File: config.mk
export PLATFORM = sky130hd
export DESIGN_NAME = pxcc_port_regs
export DESIGN_NICKNAME = d
export VERILOG_FILES = /design/src/pxcc_sat_counter.v /design/src/pxcc_sticky_flag.v /design/src/pxcc_port_regs.v
export VERILOG_INCLUDE_DIRS = /design/src
export SDC_FILE = /design/constraint.sdc
export NUM_CORES = 1
export LEC_CHECK = 0
export BUFFER_PORTS_ARGS = -buffer_cell sky130_fd_sc_hd__buf_2
export CAP_MARGIN = 0
export CORE_UTILIZATION = 54
export CTS_BUF_LIST = sky130_fd_sc_hd__clkbuf_8
export DETAILED_ROUTE_END_ITERATION = 7
export GPL_ROUTABILITY_DRIVEN = 0
export HOLD_SLACK_MARGIN = 0.03
export PLACE_DENSITY_LB_ADDON = 0.05
export SLEW_MARGIN = 30
export SYNTH_ARGS = -nofsm -noshare
export SYNTH_HDL_FRONTEND = slang
export SYNTH_SLANG_ARGS = --single-unit
File: constraint.sdc
create_clock -name clk -period 1.9 [get_ports clk]
set_clock_uncertainty 0.05 [all_clocks]
set_input_delay 0.19 -clock clk [delete_from_list [all_inputs] [get_ports clk]]
set_output_delay 0.19 -clock clk [all_outputs]
set_load 0.02 [all_outputs]
File: src/pxcc_consts.vh
// constants for the port extended control and counter registers
`ifndef PXCC_CONSTS_VH
`define PXCC_CONSTS_VH
`define PXCC_ADDR_FCAR       5'h14
`define PXCC_ADDR_LDROP      5'h15
`define PXCC_ADDR_TENCS      5'h16
`define PXCC_ADDR_MODE       5'h17
`define PXCC_ADDR_EDGE       5'h18
`define PXCC_ADDR_CTRL       5'h00
`define PXCC_BIT_SWRESET     15
`define PXCC_BIT_FORCELINK   15
`define PXCC_BIT_JABDIS      14
`define PXCC_BIT_ECHODIS     13
`define PXCC_BIT_HBDIS       12
`define PXCC_SQ_HI           11
`define PXCC_SQ_LO           10
`define PXCC_BIT_STICKYEN    9
`define PXCC_BIT_EOFERR      8
`define PXCC_BIT_TDISC       7
`define PXCC_BIT_TLINK       6
`define PXCC_BIT_BCAST       0
`define PXCC_MODE_HI         10
`define PXCC_MODE_LO         8
`define PXCC_BIT_FARLB       3
`define PXCC_EDGE_HI         15
`define PXCC_EDGE_LO         13
`define PXCC_BIT_LOWPWR      12
`define PXCC_JUMBO_HI        5
`define PXCC_JUMBO_LO        4
`define PXCC_BIT_CONNLB      0
`define PXCC_RST_SQUELCH     2'h0
`define PXCC_RST_MODE        3'h0
`define PXCC_RST_EDGE        3'h1
`define PXCC_RST_JUMBO       2'h0
`define PXCC_RST_ECHODIS     1'h1
`define PXCC_RST_HBDIS       1'h1
`define PXCC_RST_STICKYEN    1'h1
`define PXCC_CNT_MAX         8'hff
`endif

File: src/pxcc_sat_counter.v
// saturating clear-on-read 8-bit event counter
`timescale 1ns/1ps
`include "pxcc_consts.vh"
module pxcc_sat_counter #(
    parameter WIDTH = 8
) (
    input  wire             clk,     // device clock
    input  wire             rstn,    // synchronous reset, active low
    input  wire             pulse,   // one-cycle event pulse
    input  wire             rdClear, // read of this counter
    output reg  [WIDTH-1:0] count    // current count
);
    // read clears; an event in the read cycle starts the new count
    always @(posedge clk) begin
        if (!rstn) begin
            count <= {WIDTH{1'b0}};
        end else if (rdClear) begin
            count <= pulse ? {{(WIDTH-1){1'b0}}, 1'b1} : {WIDTH{1'b0}};
        end else if (pulse && (count != {WIDTH{1'b1}})) begin
            count <= count + {{(WIDTH-1){1'b0}}, 1'b1};
        end
    end
endmodule

File: src/pxcc_sticky_flag.v
// clear-on-read event flag, set wins over read clear
`timescale 1ns/1ps
module pxcc_sticky_flag (
    input  wire clk,     // device clock
    input  wire rstn,    // synchronous reset, active low
    input  wire pulse,   // one-cycle detection pulse
    input  wire rdClear, // read of the holding register
    output reg  flag     // latched flag
);
    // hold until read, a new event keeps it set
    always @(posedge clk) begin
        if (!rstn) begin
            flag <= 1'b0;
        end else if (pulse) begin
            flag <= 1'b1;
        end else if (rdClear) begin
            flag <= 1'b0;
        end
    end
endmodule

File: src/pxcc_port_regs.v
// extended control and counter registers for a bank of ports
`timescale 1ns/1ps
`include "pxcc_consts.vh"
module pxcc_port_regs #(
    parameter PORTS = 4,
    parameter PW    = 2
) (
    input  wire             clk,         // device clock
    input  wire             rstn,        // hardware reset, active low
    input  wire [PW-1:0]    mgmtPort,    // addressed port
    input  wire [4:0]       mgmtAddr,    // register address
    input  wire             mgmtWr,      // write strobe
    input  wire             mgmtRd,      // read strobe
    input  wire [15:0]      mgmtWdata,   // write data
    output reg  [15:0]      mgmtRdata,   // read data, valid after read
    input  wire [PORTS-1:0] falseCarrier, // false carrier pulses
    input  wire [PORTS-1:0] linkDrop,    // copper link drop pulses
    input  wire [PORTS-1:0] eofError,    // end-of-frame error pulses
    input  wire [PORTS-1:0] tenDisc,     // 10BASE-T disconnect pulses
    input  wire [PORTS-1:0] tenLinkRaw,  // integrity machine link state
    output wire [PORTS-1:0] tenLinkUp,   // reported 10BASE-T link
    output wire [PORTS-1:0] jabberOff,   // jabber detect disabled
    output wire [PORTS-1:0] echoOff,     // echo disabled
    output wire [PORTS-1:0] heartbeatOff, // heartbeat_test_mode off
    output wire [2*PORTS-1:0] squelch,   // squelch select per port
    output wire [3*PORTS-1:0] mediaMode, // active media mode
    output wire [PORTS-1:0] farLoop,     // far-end loopback enable
    output wire [3*PORTS-1:0] edgeRate,  // edge rate code
    output wire [PORTS-1:0] backplaneLowPower, // reduced power enable
    output wire [2*PORTS-1:0] jumboMode, // jumbo length select
    output wire [PORTS-1:0] connLoop,    // connector loopback enable
    output wire [PORTS-1:0] softReset    // soft reset pulse per port
);
    // broadcast enable of the addressed port steers write fan-out
    wire [PORTS-1:0] bcastEn;
    wire             bcastSel = bcastEn[mgmtPort];
    wire [15:0]      rdWord [0:PORTS-1];

    genvar p;
    generate
        for (p = 0; p < PORTS; p = p + 1) begin : gPort
            wire hit = ({{(32-PW){1'b0}}, mgmtPort} == p);
            wire wr  = mgmtWr && (hit || bcastSel);
            wire rd  = mgmtRd && hit;
            wire swr = wr && (mgmtAddr == `PXCC_ADDR_CTRL) &&
                       mgmtWdata[`PXCC_BIT_SWRESET];
            wire clrSticky;
            reg       forceLink;
            reg       jabDis;
            reg       echoDis;
            reg       hbDis;
            reg [1:0] sq;
            reg       stickyEn;
            reg [2:0] modeActive;
            reg [2:0] modePending;
            reg       farLb;
            reg [2:0] edgeSel;
            reg       bcast;
            reg       lowPwr;
            reg [1:0] jumbo;
            reg       connLb;
            wire [7:0] fcCount;
            wire [7:0] ldCount;
            wire       eofFlag;
            wire       discFlag;
            reg        linkNow;

            assign clrSticky = swr && !stickyEn;

            pxcc_sat_counter #(.WIDTH(8)) uFalseCarrier (
                .clk     (clk),
                .rstn    (rstn),
                .pulse   (falseCarrier[p]),
                .rdClear (rd && (mgmtAddr == `PXCC_ADDR_FCAR)),
                .count   (fcCount)
            );
            pxcc_sat_counter #(.WIDTH(8)) uLinkDrop (
                .clk     (clk),
                .rstn    (rstn),
                .pulse   (linkDrop[p]),
                .rdClear (rd && (mgmtAddr == `PXCC_ADDR_LDROP)),
                .count   (ldCount)
            );
            pxcc_sticky_flag uEof (
                .clk     (clk),
                .rstn    (rstn),
                .pulse   (eofError[p]),
                .rdClear (rd && (mgmtAddr == `PXCC_ADDR_TENCS)),
                .flag    (eofFlag)
            );
            pxcc_sticky_flag uDisc (
                .clk     (clk),
                .rstn    (rstn),
                .pulse   (tenDisc[p]),
                .rdClear (rd && (mgmtAddr == `PXCC_ADDR_TENCS)),
                .flag    (discFlag)
            );

            // sticky control bits of the 10BASE-T register
            always @(posedge clk) begin
                if (!rstn || clrSticky) begin
                    forceLink  <= 1'b0;
                    jabDis     <= 1'b0;
                    echoDis    <= `PXCC_RST_ECHODIS;
                    hbDis      <= `PXCC_RST_HBDIS;
                    sq         <= `PXCC_RST_SQUELCH;
                    bcast      <= 1'b0;
                end else if (wr && mgmtAddr == `PXCC_ADDR_TENCS) begin
                    forceLink  <= mgmtWdata[`PXCC_BIT_FORCELINK];
                    jabDis     <= mgmtWdata[`PXCC_BIT_JABDIS];
                    echoDis    <= mgmtWdata[`PXCC_BIT_ECHODIS];
                    hbDis      <= mgmtWdata[`PXCC_BIT_HBDIS];
                    sq <= mgmtWdata[`PXCC_SQ_HI:`PXCC_SQ_LO];
                    bcast      <= mgmtWdata[`PXCC_BIT_BCAST];
                end
            end

            // super-sticky bits: only hardware reset restores them
            always @(posedge clk) begin
                if (!rstn) begin
                    stickyEn    <= `PXCC_RST_STICKYEN;
                    modeActive  <= `PXCC_RST_MODE;
                    modePending <= `PXCC_RST_MODE;
                end else begin
                    if (wr && mgmtAddr == `PXCC_ADDR_TENCS) begin
                        stickyEn <= mgmtWdata[`PXCC_BIT_STICKYEN];
                    end
                    if (wr && mgmtAddr == `PXCC_ADDR_MODE) begin
                        modePending <=
                            mgmtWdata[`PXCC_MODE_HI:`PXCC_MODE_LO];
                    end
                    if (swr) begin
                        modeActive <= modePending;
                    end
                end
            end

            // non-sticky loopbacks return to zero on any soft reset
            always @(posedge clk) begin
                if (!rstn || swr) begin
                    farLb  <= 1'b0;
                    connLb <= 1'b0;
                end else begin
                    if (wr && mgmtAddr == `PXCC_ADDR_MODE) begin
                        farLb <= mgmtWdata[`PXCC_BIT_FARLB];
                    end
                    if (wr && mgmtAddr == `PXCC_ADDR_EDGE) begin
                        connLb <= mgmtWdata[`PXCC_BIT_CONNLB];
                    end
                end
            end

            // sticky edge-rate, low power and jumbo settings
            always @(posedge clk) begin
                if (!rstn || clrSticky) begin
                    edgeSel <= `PXCC_RST_EDGE;
                    lowPwr  <= 1'b0;
                    jumbo   <= `PXCC_RST_JUMBO;
                end else if (wr && mgmtAddr == `PXCC_ADDR_EDGE) begin
                    edgeSel <= mgmtWdata[`PXCC_EDGE_HI:`PXCC_EDGE_LO];
                    lowPwr  <= mgmtWdata[`PXCC_BIT_LOWPWR];
                    jumbo   <= mgmtWdata[`PXCC_JUMBO_HI:`PXCC_JUMBO_LO];
                end
            end

            // registered link state, forced high when bypassed
            always @(posedge clk) begin
                if (!rstn) begin
                    linkNow <= 1'b0;
                end else begin
                    linkNow <= tenLinkRaw[p] | forceLink;
                end
            end

            // read word of this port, reserved bits zero
            assign rdWord[p] =
                (mgmtAddr == `PXCC_ADDR_FCAR)  ? {8'h00, fcCount} :
                (mgmtAddr == `PXCC_ADDR_LDROP) ? {8'h00, ldCount} :
                (mgmtAddr == `PXCC_ADDR_TENCS) ?
                    {forceLink, jabDis, echoDis, hbDis, sq, stickyEn,
                     eofFlag, discFlag, linkNow, 5'h00, bcastEn[p]} :
                (mgmtAddr == `PXCC_ADDR_MODE)  ?
                    {5'h00, modeActive, 4'h0, farLb, 3'h0} :
                (mgmtAddr == `PXCC_ADDR_EDGE)  ?
                    {edgeSel, lowPwr, 6'h00, jumbo, 3'h0, connLb} :
                16'h0000;

            assign bcastEn[p]           = bcast;
            assign tenLinkUp[p]         = linkNow;
            assign jabberOff[p]         = jabDis;
            assign echoOff[p]           = echoDis;
            assign heartbeatOff[p]      = hbDis;
            assign squelch[2*p+1:2*p]   = sq;
            assign mediaMode[3*p+2:3*p] = modeActive;
            assign farLoop[p]           = farLb;
            assign edgeRate[3*p+2:3*p]  = edgeSel;
            assign backplaneLowPower[p] = lowPwr;
            assign jumboMode[2*p+1:2*p] = jumbo;
            assign connLoop[p]          = connLb;
            assign softReset[p]         = swr;
        end
    endgenerate

    // read data registered from the addressed port only
    always @(posedge clk) begin
        if (!rstn) begin
            mgmtRdata <= 16'h0000;
        end else if (mgmtRd) begin
            mgmtRdata <= rdWord[mgmtPort];
        end
    end
endmodule

==> run_results.csv <==
group,metric,value,unit
floorplanning,io_pins,135,
finish,instances_no_fill,1434,
route,drc,0,
sta,fin_crit,1.886,ns
finish,drive_gt1_share,26.73,%
yosys,synth-async-reset-ratio,0,%
flow_run,drv_cap,0,
yosys,ys_seq_area_share,40.29,%
critical_path,path_class,"register to output pin",
finish,fin_util,69.30,%
critical_path,worst-path-max-fanout,2,
route,drt.antenna.violating_nets,0,
finish,final_area,0.01109,mm2
yosys,synthTopCellsByArea,"dfxtp_1 40%, mux2i_1 8.2%, nor2_1 5.0%, nand2_1 4.2%, buf_4 3.1%",
pwr,power,7.390,mW
floorplanning,die_h,130.7,um
sta,hold_viol,0,
sta,relSlewSlack,65.96,%
finish,fillers,1316,
cts,cts_buffers,17,
sta,tightest_slew,0.5106,ns
pwr,cellPowerDensity,666.5,mW/mm2
grt,grt.total_usage,32.20,%
grt,overflow,0,
cts,worst_skew_pair.late_latency,0.48,ns
yosys,synth_edf_count,0,
route,vias,8156,
yosys,netlist.area_leader.share,40.29,%
yosys,yosysWarnings,0,
sta,setup_violations,0,
yosys,synth.avg_cell_area,8.999,um2
cts,cts_tree,"built",
grt,grt_pass1_vias,7607,
route,avgRoutedWirePerCell,18.60,um
sta,period_share,99.26,%
min_path,min_path_type,"primary input to register",
grt,grt_pass1_wl,41.03,mm
floorplanning,coreArea,0.01600,mm2
route,dr.pass1.iters,5,
yosys,synth_most_common_cell,"dfxtp_1",
route,wl_met1,11.57,mm
route,drt-total-wl,26.67,mm
yosys,ys_top_cells_by_count,"180 x dfxtp_1, 119 x nor2_1, 100 x nand2_1",
floorplanning,die_area,0.01708,mm2
critical_path,end_kind,"output pin",
critical_path,critPathLaunchType,"register",
yosys,syn-instance-count,994,
route,vias_per_cell,5.688,
finish,num-nets-final,1258,
placement,io_buffers,130,
cts,clkTransAtPathRegs,0.09,ns
sta,rsz0062_at_grt,"yes",
yosys,synth_area_leader_cell,"dfxtp_1",
floorplanning,row_count,46,
yosys,synth_ff_type,"dfxtp_1",
floorplanning,initial_core_util,55.90,%
cts,htree_levels,4,
outcome,status,"finished clean",
critical_path,worstPathArrival,1.65,ns
cts,cts_root_buffer,"clkbuf_8",
pwr,ir_drop,0.5802,mV
route,routed.top_layer,"met5",
cts,clkSinkCount,180,
sta,setup_tns,0,ns
floorplanning,die_w,130.7,um
yosys,synth_area,0.008945,mm2
placement,placed_cells,1361,
sta,fmax,530.3,MHz
grt,antenna_found_initial,2,
yosys,synth.distinct_cells,73,
route,drt_iter0_markers,505,
yosys,synth_nets,1049,
route,wl_met2,12.87,mm
cts,cts_buffer_depth,2,
finish,syn_to_final_growth,23.96,%
pwr,p_leak,4.617,nW
route,wl_met3,1.514,mm
placement,placed_cell_area,0.01026,mm2
placement,hpwl,19.78,mm
grt,grt_max_degree,41,
critical_path,worstPathRequired,1.66,ns
sta,slew_violations,0,
yosys,ys_ff_latch,180,
## cell families (layout without fill, tap and decap cells)
family	count (synthesis)	after routing	share of synthesized area [%]
simple gates	380	380	20.55
xor+xnor	48	48	4.700
flops	180	180	40.29
fa+ha+maj	8	8	1.119
compound gates	189	189	15.53
other cells	0	2	0
buf+inv	101	323	6.253
mux	88	88	11.57
## power by group
part | internal (mW) | switching, mW | total (mW)
Clock | 1.21 | 1.52 | 2.72
Sequential | 3.83 | 0.0674 | 3.90
Combinational | 0.342 | 0.432 | 0.774
## worst max-delay path: stages, from the launching register on
cell and delay [ns]:
dfxtp_2 0.33, mux2_4 0.30, o221ai_4 0.21, or2_4 0.18, inv_4 0.03, buf_6 0.12
## metal layers
metal	GRT usage (%)	vias up
li1	-	3940
met1	40.62	3900
met2	54.19	263
met3	6.678	51
met4	12.10	2
met5	0	-
## layout by cell type (no fill, tap or decap), drive strengths merged, types with 6 or more instances in the layout
| cell type | Yosys | final |
|---|---|---|
| o21ai | 30 | 30 |
| mux2i | 73 | 73 |
| xor2 | 27 | 27 |
| dfxtp | 180 | 180 |
| nor2 | 120 | 120 |
| a211o | 12 | 12 |
| clkbuf | 24 | 17 |
| and3 | 12 | 12 |
| o22a | 6 | 6 |
| mux4 | 12 | 12 |
| o21a | 13 | 13 |
| a21oi | 28 | 28 |
| buf | 56 | 246 |
| nand3 | 48 | 48 |
| dlygate4sd3 | 0 | 24 |
| nand2b | 6 | 6 |
| nor3 | 21 | 21 |
| a22oi | 9 | 9 |
| and2 | 8 | 8 |
| inv | 20 | 29 |
| a211oi | 9 | 9 |
| nor2b | 26 | 26 |
| nand2 | 100 | 100 |
| xnor2 | 21 | 21 |
| ha | 8 | 8 |
| a21boi | 25 | 25 |
| nand4 | 18 | 18 |
## cell type report
class	count	area, um2	area share [%]
antenna	2	5.005	0.04514
clock buffer	17	234.0	2.110
clock inverter	15	166.4	1.501
inverter	21	83.83	0.7560
multi-input combinational	713	4822	43.49
sequential	180	3613	32.59
tap	216	270.3	2.437
timing repair buffer	270	1893	17.07
## what timing repair did
item,in CTS,in global routing
buffers inserted,11,5
cloned,0,0
resized for setup,20,6
endpoints found under the hold margin,61,0
hold buffers,24,0
endpoints found under the setup margin,4,15
pin swaps,7,6
## per-stage QoR
stage          hold slack, ns  worst slack (ns)
6_report              0.05639           0.01415
5_1_grt               0.06947          -0.02615
4_1_cts               0.04268          -0.02458
3_5_place_dp           0.3434          -0.03638
3_3_place_gp           0.3391          -0.01353
2_1_floorplan          0.2502           0.07089
## worst paths after layout
kind,to,slack [ns],from,cells after the start
worst max-delay path,softReset[3],0.01,gPort[0].bcast,5
worst min-delay path,gPort[0].uFalseCarrier.count[0],0.06,falseCarrier[0],4
worst max register to register,gPort[1].edgeSel[0],0.06,gPort[0].bcast,8
worst min register to register,gPort[0].modeActive[2],0.41,gPort[0].modePending[2],2
## registers in the layout (all words and copies together), names as in the netlist
register / cells
gPort.bcast: 4
gPort.uFalseCarrier.count: 32
gPort.modeActive: 12
gPort.connLb: 4
gPort.jabDis: 4
gPort.jumbo: 8
gPort.lowPwr: 4
gPort.uLinkDrop.count: 32
gPort.linkNow: 4
gPort.echoDis: 4
gPort.uEof.flag: 4
gPort.farLb: 4
gPort.stickyEn: 4
gPort.sq: 8
gPort.edgeSel: 12
mgmtRdata: 16
gPort.hbDis: 4
gPort.modePending: 12
gPort.uDisc.flag: 4
gPort.forceLink: 4
No activity file was read; power rests on OpenSTA's default activity.
